`config.mk`:
```
export PLATFORM = sky130hd
export DESIGN_NAME = port_led_fifo_cfg
export DESIGN_NICKNAME = d
export VERILOG_FILES = /design/src/rtl/port_led_fifo_cfg.v /design/src/rtl/flash_timer.v /design/src/rtl/sat_counter.v
export VERILOG_INCLUDE_DIRS = /design/src /design/src/shared
export SDC_FILE = /design/constraint.sdc
export NUM_CORES = 1
export LEC_CHECK = 0
export BUFFER_PORTS_ARGS = -buffer_cell sky130_fd_sc_hd__buf_4
export CAP_MARGIN = 15
export CORE_MARGIN = 5
export CORE_UTILIZATION = 26
export CTS_CLUSTER_DIAMETER = 80
export DETAILED_ROUTE_END_ITERATION = 6
export HOLD_SLACK_MARGIN = 0.1
export PLACE_DENSITY = 0.5
export SETUP_SLACK_MARGIN = 0.05
export SLEW_MARGIN = 20
export SYNTH_ARGS = -nofsm -noshare
export SYNTH_HDL_FRONTEND = slang
export SYNTH_SLANG_ARGS = --single-unit
```
`constraint.sdc`:
```
create_clock -name sys_clk -period 2 [get_ports sys_clk]
set_clock_uncertainty 0.1 [all_clocks]
set_input_delay 0.1 -clock sys_clk [delete_from_list [all_inputs] [get_ports sys_clk]]
set_output_delay 0.1 -clock sys_clk [all_outputs]
set_load 0.01 [all_outputs]
```
`src/shared/port_led_defs.vh`:
```
// constants for the per-port indicator, fifo configuration and receive error counter block
`ifndef PORT_LED_DEFS_VH
`define PORT_LED_DEFS_VH

// register addresses on the management port
`define REG_ADDR_W          5
`define REG_CFG_ADDR        5'h14
`define REG_CNT_ADDR        5'h15
`define REG_DATA_W          16

// configuration register fields
`define CFG_GATED_CRS_BIT   12
`define CFG_FIFO_DEPTH_BIT  11
`define CFG_AUTO_MODE_BIT   10
`define CFG_ACT_FLASH_BIT   9
`define CFG_LINK_FLASH_BIT  8
`define CFG_DUP_ON_BIT      7
`define CFG_DUP_OFF_BIT     6
`define CFG_ACT_ON_BIT      5
`define CFG_ACT_OFF_BIT     4
`define CFG_SPD_ON_BIT      3
`define CFG_SPD_OFF_BIT     2
`define CFG_LINK_ON_BIT     1
`define CFG_LINK_OFF_BIT    0
`define CFG_USED_W          13
`define CFG_RESET           13'h0000

// counter register fields
`define CNT_MODE_BIT        0
`define CNT_MODE_RESET      1'b0
`define CNT8_W              8
`define CNT4_W              4
`define CNT16_W             16

// fifo depths in bits
`define FIFO_DEPTH_NORMAL   6'h20
`define FIFO_DEPTH_REDUCED  6'h10

// indicator flash timing
`define SYS_CLK_MHZ         200
`define IND_FLASH_MS        320
`define IND_FLASH_CYCLES    26'h3D0_9000 // 320 ms at 200 MHz, sized to the flash counter
`define FLASH_CNT_W         26

`endif

```
`src/rtl/port_led_fifo_cfg.v`:
```
// per-port indicator and fifo configuration register with receive error counter
`timescale 1ns/1ps
`include "port_led_defs.vh"

module port_led_fifo_cfg #(
    parameter [`FLASH_CNT_W-1:0] FLASH_HALF_CYCLES = `IND_FLASH_CYCLES
) (
    input  wire                   sys_clk,
    input  wire                   rst_n,
    // management register port
    input  wire [`REG_ADDR_W-1:0] regAddr,
    input  wire                   regWrEn,
    input  wire                   regRdEn,
    input  wire [`REG_DATA_W-1:0] regWrData,
    output reg  [`REG_DATA_W-1:0] regRdData,
    output reg                    regRdValid,
    // port status from the transceiver
    input  wire                   speed100,
    input  wire                   bicolorMode,
    input  wire                   carrierSense,
    input  wire                   rxDataValid,
    input  wire                   linkStatus,
    input  wire                   activityStatus,
    input  wire                   speedStatus,
    input  wire                   duplexStatus,
    // events
    input  wire                   rxErrorEvent,
    input  wire                   falseCarrierEvent,
    input  wire                   disconnectEvent,
    input  wire                   disconnectFlagRead,
    // outputs
    output reg                    rxCarrierValidOut,
    output wire                   fifoDepthSelect,
    output wire [5:0]             fifoDepth,
    output reg                    linkIndicator,
    output reg                    activityIndicator,
    output reg                    speedIndicator,
    output reg                    duplexIndicator,
    output reg                    disconnectFlag
);

    ////////////////////////////////////////////////////////////////////////////
    // register decode

    reg  [`CFG_USED_W-1:0] cfg;
    reg                    countMode8;

    // true when a strobe hits the given register address
    function addr_hit;
        input                   strobe;
        input [`REG_ADDR_W-1:0] addr;
        input [`REG_ADDR_W-1:0] target;
        begin
            addr_hit = strobe && (addr == target);
        end
    endfunction

    wire cfgWrite = addr_hit(regWrEn, regAddr, `REG_CFG_ADDR);
    wire cntWrite = addr_hit(regWrEn, regAddr, `REG_CNT_ADDR);
    wire cntRead  = addr_hit(regRdEn, regAddr, `REG_CNT_ADDR);

    // named configuration fields
    wire gatedCarrierValidEnable = cfg[`CFG_GATED_CRS_BIT];
    wire autoModeDisable         = cfg[`CFG_AUTO_MODE_BIT];
    wire activityIndFlash        = cfg[`CFG_ACT_FLASH_BIT];
    wire linkIndFlash            = cfg[`CFG_LINK_FLASH_BIT];
    wire duplexIndForceOn        = cfg[`CFG_DUP_ON_BIT];
    wire duplexIndForceOff       = cfg[`CFG_DUP_OFF_BIT];
    wire activityIndForceOn      = cfg[`CFG_ACT_ON_BIT];
    wire activityIndForceOff     = cfg[`CFG_ACT_OFF_BIT];
    wire speedIndForceOn         = cfg[`CFG_SPD_ON_BIT];
    wire speedIndForceOff        = cfg[`CFG_SPD_OFF_BIT];
    wire linkIndForceOn          = cfg[`CFG_LINK_ON_BIT];
    wire linkIndForceOff         = cfg[`CFG_LINK_OFF_BIT];

    ////////////////////////////////////////////////////////////////////////////
    // configuration and counter mode registers

    // configuration bits reset to zero; only the low bits are stored
    always @(posedge sys_clk or negedge rst_n)
    begin
        if (!rst_n)
            cfg <= `CFG_RESET;
        else if (cfgWrite)
            cfg <= regWrData[`CFG_USED_W-1:0];
    end

    // counter mode is write-only and resets to 16-bit counting
    always @(posedge sys_clk or negedge rst_n)
    begin
        if (!rst_n)
            countMode8 <= `CNT_MODE_RESET;
        else if (cntWrite)
            countMode8 <= regWrData[`CNT_MODE_BIT];
    end

    ////////////////////////////////////////////////////////////////////////////
    // disconnect flag, latched high until the status read

    wire discEvent100 = disconnectEvent && speed100;

    // set wins over a clearing read in the same cycle
    always @(posedge sys_clk or negedge rst_n)
    begin
        if (!rst_n)
            disconnectFlag <= 1'b0;
        else if (discEvent100)
            disconnectFlag <= 1'b1;
        else if (disconnectFlagRead)
            disconnectFlag <= 1'b0;
    end

    ////////////////////////////////////////////////////////////////////////////
    // receive error counters

    wire [`CNT16_W-1:0] count16;
    wire [`CNT8_W-1:0]  count8;
    wire [`CNT4_W-1:0]  falseCarrierCount;
    wire [`CNT4_W-1:0]  disconnectCount;

    // sixteen-bit error count, active in 16-bit mode
    sat_counter #(
        .WIDTH (`CNT16_W)
    ) u_count16 (
        .sys_clk (sys_clk),
        .rst_n   (rst_n),
        .inc     (rxErrorEvent && !countMode8),
        .clear   (cntRead),
        .value   (count16)
    );

    // eight-bit error count, active in 8-bit mode
    sat_counter #(
        .WIDTH (`CNT8_W)
    ) u_count8 (
        .sys_clk (sys_clk),
        .rst_n   (rst_n),
        .inc     (rxErrorEvent && countMode8),
        .clear   (cntRead),
        .value   (count8)
    );

    // false carrier count, 8-bit mode only
    sat_counter #(
        .WIDTH (`CNT4_W)
    ) u_false_carrier (
        .sys_clk (sys_clk),
        .rst_n   (rst_n),
        .inc     (falseCarrierEvent && countMode8),
        .clear   (cntRead),
        .value   (falseCarrierCount)
    );

    // disconnect count fed by the 100M disconnect events that set the flag, 8-bit mode only
    sat_counter #(
        .WIDTH (`CNT4_W)
    ) u_disconnect (
        .sys_clk (sys_clk),
        .rst_n   (rst_n),
        .inc     (discEvent100 && countMode8),
        .clear   (cntRead),
        .value   (disconnectCount)
    );

    // counter register view for the selected mode
    wire [`REG_DATA_W-1:0] counterView = countMode8 ?
        {disconnectCount, falseCarrierCount, count8} : count16;

    ////////////////////////////////////////////////////////////////////////////
    // read port

    reg [`REG_DATA_W-1:0] next_regRdData;

    // read mux; unmapped addresses and reserved bits read as zero
    always @*
    begin
        next_regRdData = {`REG_DATA_W{1'b0}};
        case (regAddr)
            `REG_CFG_ADDR: next_regRdData = {3'h0, cfg};
            `REG_CNT_ADDR: next_regRdData = counterView;
            default:       next_regRdData = {`REG_DATA_W{1'b0}};
        endcase
    end

    // capture the value in the same cycle that the counters clear
    always @(posedge sys_clk or negedge rst_n)
    begin
        if (!rst_n)
        begin
            regRdData  <= {`REG_DATA_W{1'b0}};
            regRdValid <= 1'b0;
        end
        else
        begin
            regRdValid <= regRdEn;
            if (regRdEn)
                regRdData <= next_regRdData;
        end
    end

    ////////////////////////////////////////////////////////////////////////////
    // carrier valid and fifo depth

    // gated mode at 100M only passes carrier while data is valid
    always @(posedge sys_clk or negedge rst_n)
    begin
        if (!rst_n)
            rxCarrierValidOut <= 1'b0;
        else if (gatedCarrierValidEnable && speed100)
            rxCarrierValidOut <= carrierSense && rxDataValid;
        else
            rxCarrierValidOut <= carrierSense;
    end

    assign fifoDepthSelect = cfg[`CFG_FIFO_DEPTH_BIT];
    reg [5:0] depthWord;

    // depth word is loaded with the depth bit so the output comes from a flip-flop
    always @(posedge sys_clk or negedge rst_n)
    begin
        if (!rst_n)
            depthWord <= `FIFO_DEPTH_NORMAL;
        else if (cfgWrite)
            depthWord <= regWrData[`CFG_FIFO_DEPTH_BIT] ? `FIFO_DEPTH_REDUCED :
                                                          `FIFO_DEPTH_NORMAL;
    end

    assign fifoDepth       = depthWord;

    ////////////////////////////////////////////////////////////////////////////
    // indicator drive

    wire forcedBicolor = bicolorMode && autoModeDisable;
    wire autoBicolor   = bicolorMode && !autoModeDisable;
    wire flashRun      = forcedBicolor && (activityIndFlash || linkIndFlash);
    wire flashPhase;

    // shared 320 ms phase generator
    flash_timer #(
        .HALF_CYCLES (FLASH_HALF_CYCLES)
    ) u_flash (
        .sys_clk (sys_clk),
        .rst_n   (rst_n),
        .run     (flashRun),
        .phase   (flashPhase)
    );

    // apply a force pair; force on overrides force off
    function force_pair;
        input base;
        input forceOn;
        input forceOff;
        begin
            if (forceOn)
                force_pair = 1'b1;
            else if (forceOff)
                force_pair = 1'b0;
            else
                force_pair = base;
        end
    endfunction

    reg baseLink;
    reg baseActivity;

    // bicolor mode shaping ahead of the force overrides
    always @*
    begin
        baseLink     = linkStatus;
        baseActivity = activityStatus;
        if (autoBicolor && activityStatus)
            baseLink = 1'b0;
        if (forcedBicolor && activityIndFlash)
            baseActivity = flashPhase;
        if (forcedBicolor && linkIndFlash)
            baseLink = flashPhase;
    end

    reg next_linkIndicator;
    reg next_activityIndicator;
    reg next_speedIndicator;
    reg next_duplexIndicator;

    // force overrides on top of the shaped status; force on beats force off
    always @*
    begin
        next_duplexIndicator   = force_pair(duplexStatus, duplexIndForceOn,
                                            duplexIndForceOff);
        next_activityIndicator = force_pair(baseActivity, activityIndForceOn,
                                            activityIndForceOff);
        next_speedIndicator    = force_pair(speedStatus, speedIndForceOn,
                                            speedIndForceOff);
        next_linkIndicator     = force_pair(baseLink, linkIndForceOn,
                                            linkIndForceOff);
    end

    // registered indicator outputs
    always @(posedge sys_clk or negedge rst_n)
    begin
        if (!rst_n)
        begin
            linkIndicator     <= 1'b0;
            activityIndicator <= 1'b0;
            speedIndicator    <= 1'b0;
            duplexIndicator   <= 1'b0;
        end
        else
        begin
            duplexIndicator   <= next_duplexIndicator;
            activityIndicator <= next_activityIndicator;
            speedIndicator    <= next_speedIndicator;
            linkIndicator     <= next_linkIndicator;
        end
    end

endmodule // port_led_fifo_cfg

```
`src/rtl/flash_timer.v`:
```
// half-period divider that toggles the indicator flash phase
`timescale 1ns/1ps
`include "port_led_defs.vh"

module flash_timer #(
    parameter [`FLASH_CNT_W-1:0] HALF_CYCLES = `IND_FLASH_CYCLES
) (
    input  wire sys_clk,
    input  wire rst_n,
    input  wire run,
    output reg  phase
);

    reg [`FLASH_CNT_W-1:0] count;

    // count one half period, then flip the phase; idle holds phase high
    always @(posedge sys_clk or negedge rst_n)
    begin
        if (!rst_n)
        begin
            count <= {`FLASH_CNT_W{1'b0}};
            phase <= 1'b1;
        end
        else if (!run)
        begin
            count <= {`FLASH_CNT_W{1'b0}};
            phase <= 1'b1;
        end
        else if (count == HALF_CYCLES - 1'b1)
        begin
            count <= {`FLASH_CNT_W{1'b0}};
            phase <= ~phase;
        end
        else
        begin
            count <= count + 1'b1;
        end
    end

endmodule // flash_timer

```
`src/rtl/sat_counter.v`:
```
// saturating event counter with a clear that never loses a same-cycle event
`timescale 1ns/1ps

module sat_counter #(
    parameter WIDTH = 8
) (
    input  wire             sys_clk,
    input  wire             rst_n,
    input  wire             inc,
    input  wire             clear,
    output reg  [WIDTH-1:0] value
);

    // add one unless already all ones
    function [WIDTH-1:0] sat_inc;
        input [WIDTH-1:0] v;
        begin
            sat_inc = (&v) ? v : v + 1'b1;
        end
    endfunction

    // a clear with an event in the same cycle restarts at one
    always @(posedge sys_clk or negedge rst_n)
    begin
        if (!rst_n)
            value <= {WIDTH{1'b0}};
        else if (clear)
            value <= inc ? {{(WIDTH-1){1'b0}}, 1'b1} : {WIDTH{1'b0}};
        else if (inc)
            value <= sat_inc(value);
    end

endmodule // sat_counter

```
Yosys cells after proc, flatten, opt, wreduce, memory -nomap -nowiden. Index checks and enable logic that the tools add are counted.

Add/sub/neg operators: 5. Equal/unequal tests: 8. Multiplexer cells: 37. Bitwise gates (word level): 1. Reductions and logical operators: 32.

Operator list (number): 2-to-1 mux 16 bit (4); 2-to-1 mux 26 bit (2); case mux 16 bit (2 select lines) (1); adder 26 x 1 -> 26 bit (second input constant) (1); == test 26 bit (second input constant) (1); 2-to-1 mux 4 bit (6); 2-to-1 mux 8 bit (3); 2-to-1 mux 1 bit (20); adder 16 x 1 -> 16 bit (second input constant) (1); logical AND 1 bit (16); AND reduction 16 bit (1); == test 5 bit (second input constant) (2); != test 2 bit (second input constant) (5); nonzero test 2 bit (5); adder 4 x 1 -> 4 bit (second input constant) (2); adder 8 x 1 -> 8 bit (second input constant) (1); AND reduction 2 bit (4); AND reduction 4 bit (2); AND reduction 8 bit (1); 2-to-1 mux 6 bit (1); logical NOT 1 bit (2); logical OR 1 bit (1); NOT 1 bit (1).

Bits in registers: 102. Input bits: 37. Output and inout port bits: 30. Word-level logic and storage cells: 100.

Depth between registers and ports, before layout.
Word-level depth: 7. Gate-level depth with buffers: 7. Gate-level depth less buffers: 5.

Cells and area by module. From an unflattened synthesis, not the netlist that was laid out.

Cell total of the unflattened synthesis: 481. Area total of the unflattened synthesis: 5142.4 µm².

By module, submodules not included: port_led_fifo_cfg (times used 1, cells each 145, area an instance 1905.6 µm², seq. area each 952.2 µm²); flash_timer (times used 1, cells each 145, area an instance 1417.6 µm², seq. area each 676.9 µm²); sat_counter (u_count16) (times used 1, cells each 96, area an instance 894.6 µm², seq. area each 400.4 µm²); sat_counter (u_count8) (times used 1, cells each 51, area an instance 491.7 µm², seq. area each 200.2 µm²); sat_counter (u_disconnect ...) (times used 2, cells each 22, area an instance 216.5 µm², seq. area each 100.1 µm²).

Worst setup path after synthesis. OpenSTA, ideal clock, no wires.

Path type: reg2reg. Start point: register u_flash.count[18]. End point: register u_flash.count[24]. Setup time: 0.134 ns. Arrival time: 1.645 ns. Required time: 1.766 ns. Setup slack: 0.120 ns. Stages on the path, launching flop included: 6. Path buffers: 1. Period minus slack after synthesis: 1.880 ns. Cell sequence: dfrtp_1 -> or4b_4 -> nor4_4 -> a31o_4 -> buf_6 -> a21oi_1.

Word-level cells in the longest chain between the ends: 3. Elaborated cells on any way between the ends: 4. Classes of those cells: add/sub: 1; eq/ne: 1; mux: 2.

RTL lines: start, declared (RTL line flash_timer.v:14) `` reg [`FLASH_CNT_W-1:0] count; ``; start signal, assigned (RTL line flash_timer.v:21) `` count <= {`FLASH_CNT_W{1'b0}}; ``; start signal, assigned (RTL line flash_timer.v:26) `` count <= {`FLASH_CNT_W{1'b0}}; ``; start signal, assigned (RTL line flash_timer.v:31) `` count <= {`FLASH_CNT_W{1'b0}}; ``; adder 26 x 1 -> 26 bit / == test 26 bit (equally long branches) (RTL line flash_timer.v:36, flash_timer.v:29); 2-to-1 mux 26 bit (*) (RTL line flash_timer.v:29) `else if (count == HALF_CYCLES - 1'b1)`; 2-to-1 mux 26 bit (*) (RTL line flash_timer.v:24) `else if (!run)`.

Mark *: on every way between the ends. The rest lies on a longest branch, timed or not. A chain may end at the register's enable or synchronous reset.

Worst setup path after layout.
Start point: register u_flash.count[16]. End point: register u_flash.phase.

Word-level cells in the longest chain between the ends: 2.

RTL lines: == test 26 bit (RTL line flash_timer.v:29); != test 2 bit (no source line); end signal, assigned (RTL line flash_timer.v:32) `phase <= ~phase;`; end, declared (RTL line flash_timer.v:11) `output reg phase`.

No other way between the ends.

==> out/results.tsv <==
metric	value	unit
cp_slowest_cell	or4b_4	
cts-root-buf	clkbuf_16	
die_x	149.8	um
synth_area_leader_cell	dfrtp_1	
placed_area	5942	um^2
dr.pass1.iters	4	
area_growth	30.08	%
busiest_layer	met2	
synth_most_common_cell	dfrtp_1	
routed_wl	13830	um
r2r_start	u_flash.count[16]$_DFF_PN0_	
initial_utilization	26.29	%
synth_edf_count	0	
path_clk_slew	0.07	ns
cap_violations	0	
holdCritPathClass	in2reg	
drive_gt1_share	23.92	%
grt_max_degree	54	
ys_ff_latch	97	
synth_top_area_share	46.77	%
ff2ff_path_depth	5	
fillers	1972	
cts_buffer_depth	2	
gp_congestion	0.8051	
rows	51	
core	19330	um^2
cts_tree	yes	
finalHoldViolations	0	
reg2reg_setup_slack	0.09	ns
wl_per_cell	15.57	um
cp.arrival	2.08	ns
die_height	149.8	um
grtUsageMet1	18.12	%
dieArea	22440	um^2
cts.sinks	97	
final_core_util	34.19	%
track_usage	12.92	%
slew_violations	0	
finish.instance_area	6611	um^2
synthTopCellsByCount	dfrtp_1 (95), nand2_1 (46), inv_1 (30)	
critPathCaptureType	register	
cp_max_fo	5	
max_freq	522.2	MHz
p_leak	2.831	nW
antenna_found_initial	0	
grt_overflow	0	
via_count	4313	
min_period	1.915	ns
portBuffers	59	
final.period_utilization	95.74	%
pre_cts_slack	-0.007943	ns
grtUsageMet2	19.49	%
ys_types	61	
min_path_cells	5	
syn_area_per_cell	9.907	um^2
min_to	regRdData[2]$_DFFE_PN0P_	
ant_nets	0	
fin_nets	661	
cp_cell_sequence	or4b_4 > nor4_4 > buf_4 > a31oi_1 > or3_1	
syn_inst	513	
hold_start	regAddr[1]	
slew_headroom	59.81	%
fin_ws	0.08518	ns
ys_seq_area_share	47.81	%
worst_pin_slew	0.6009	ns
drc_errors	0	
htreeDepth	3	
critical_path_class	reg2reg	
cp_slowest_stage_delay	0.51	ns
setup_tns	0	ns
finalSetupViolCount	0	
syn_area	5082	um^2
viasPerCell	4.857	
crit_required	2.17	ns
ir_drop	0.3700	mV
n_antenna_cell	0	
clk_latency	0.35	ns
run_status	completed	
report.power.total	5.169	mW
p_per_area	781.8	nW/um^2
synthFlopType	dfrtp_1	
grt_pass1_wl	22800	um
yosysWarningCount	0	
io_pins	67	
async_flop_share	100.0	%
cts_made_buffers	9	
grt_use_met3	1.999	%
reg2reg_to	u_flash.phase$_DFFE_PN1P_	
worstSetupStartpointType	register	
ys_top_cells_by_area	dfrtp_1 (47%), mux2i_1 (4.5%), nand2_1 (3.4%), mux2_2 (3.3%), a21oi_1 (2.8%)	
place_hpwl	9886	um
drtIter0Drc	192	
grt_pass1_vias	4331	
rsz0062_at_grt	yes	
sequential cells by signal (all words and copies together) (netlist names), 4 cells and up:
signal	count
cfg	13
regRdData	16
u_count16.value	16
u_count8.value	8
u_disconnect.value	4
u_false_carrier.value	4
u_flash.count	26
cells by family after synthesis:
family | share of synthesized area, %
simple gates | 19.62
compound gates | 14.87
flops | 47.81
buf+inv | 5.539
mux | 7.853
xor+xnor | 2.757
fa+ha+maj | 1.477
other cells | 0.07378
worst max-delay path by stage:
stage                     cells past startpoint                           to                        start
after CTS                                     5    u_flash.phase$_DFFE_PN1P_  u_flash.count[17]$_DFF_PN0_
after global placement                        4   u_flash.count[2]$_DFF_PN0_  u_flash.count[17]$_DFF_PN0_
final                                         5    u_flash.phase$_DFFE_PN1P_  u_flash.count[16]$_DFF_PN0_
after floorplan                               5  u_flash.count[24]$_DFF_PN0_  u_flash.count[18]$_DFF_PN0_
after global routing                          5    u_flash.phase$_DFFE_PN1P_  u_flash.count[18]$_DFF_PN0_
after detailed placement                      4   u_flash.count[8]$_DFF_PN0_  u_flash.count[17]$_DFF_PN0_
where the power goes:
group	internal (mW)	switching, mW
clock network	1.00	0.759
logic	0.502	0.477
registers	2.19	0.235
layout by cell type (no fill, tap or decap), types with 3 or more instances in the layout:
cell type,count
dfrtp_1,95
buf_4,92
nand2_1,46
inv_1,30
dlygate4sd3_1,29
a21oi_1,28
o21ai_0,27
nor2_1,26
mux2i_1,23
nand4_1,19
o22ai_1,17
nand3_1,16
mux2_2,15
and4_1,10
or3_1,9
clkbuf_16,9
xnor2_1,8
xor2_1,8
o31ai_1,7
nor3_1,7
o211ai_1,6
a31o_2,6
or4_1,6
ha_1,6
o41ai_1,4
and3_1,4
nand2b_1,4
a211oi_1,4
conb_1,4
and4_2,3
nand3b_1,3
and2_1,3
a2111o_1,3
clkinv_2,3
stage by stage:
step / hold slack, ns / std cells
2_1_floorplan: -0.2956 / 516
3_3_place_gp: -0.1291 / 836
3_5_place_dp: -0.1284 / 836
4_1_cts: 0.1372 / 883
5_1_grt: 0.1704 / 888
6_report: 0.1531 / 888
final cells by class:
type | instances | area (um^2) | share of cell area, %
Sequential cell | 97 | 2430 | 36.75
Multi-Input combinational cell | 357 | 2420 | 36.60
Timing Repair Buffer | 123 | 1021 | 15.44
Tap cell | 265 | 331.6 | 5.015
Clock buffer | 11 | 242.7 | 3.671
Inverter | 30 | 112.6 | 1.703
Clock inverter | 5 | 53.80 | 0.8138
critical path, delay by kind of cell (launching register included):
kind                   cells  cell delay (ns)
AOI/OAI and AO/OA          1             0.08
DFF                        1             0.42
buffers and inverters      1             0.18
and+or+nand+nor            3             1.06
routing by layer:
layer,share of wire [%],vias to the layer above
met2,44,95
met1,50,2113
met4,3.0,0
met3,3.5,22
li1,-,2083
met5,0,-
what timing repair did:
item                       in CTS  in global routing
gates resized for setup         2                  8
buffers inserted                1                  5
hold endpoints to repair      124                  0
pin swaps                       2                  3
hold buffers                   29                  0
gates cloned                    1                  0
setup endpoints to repair      23                 27
Note: power is estimated with default switching activity, not from simulation.
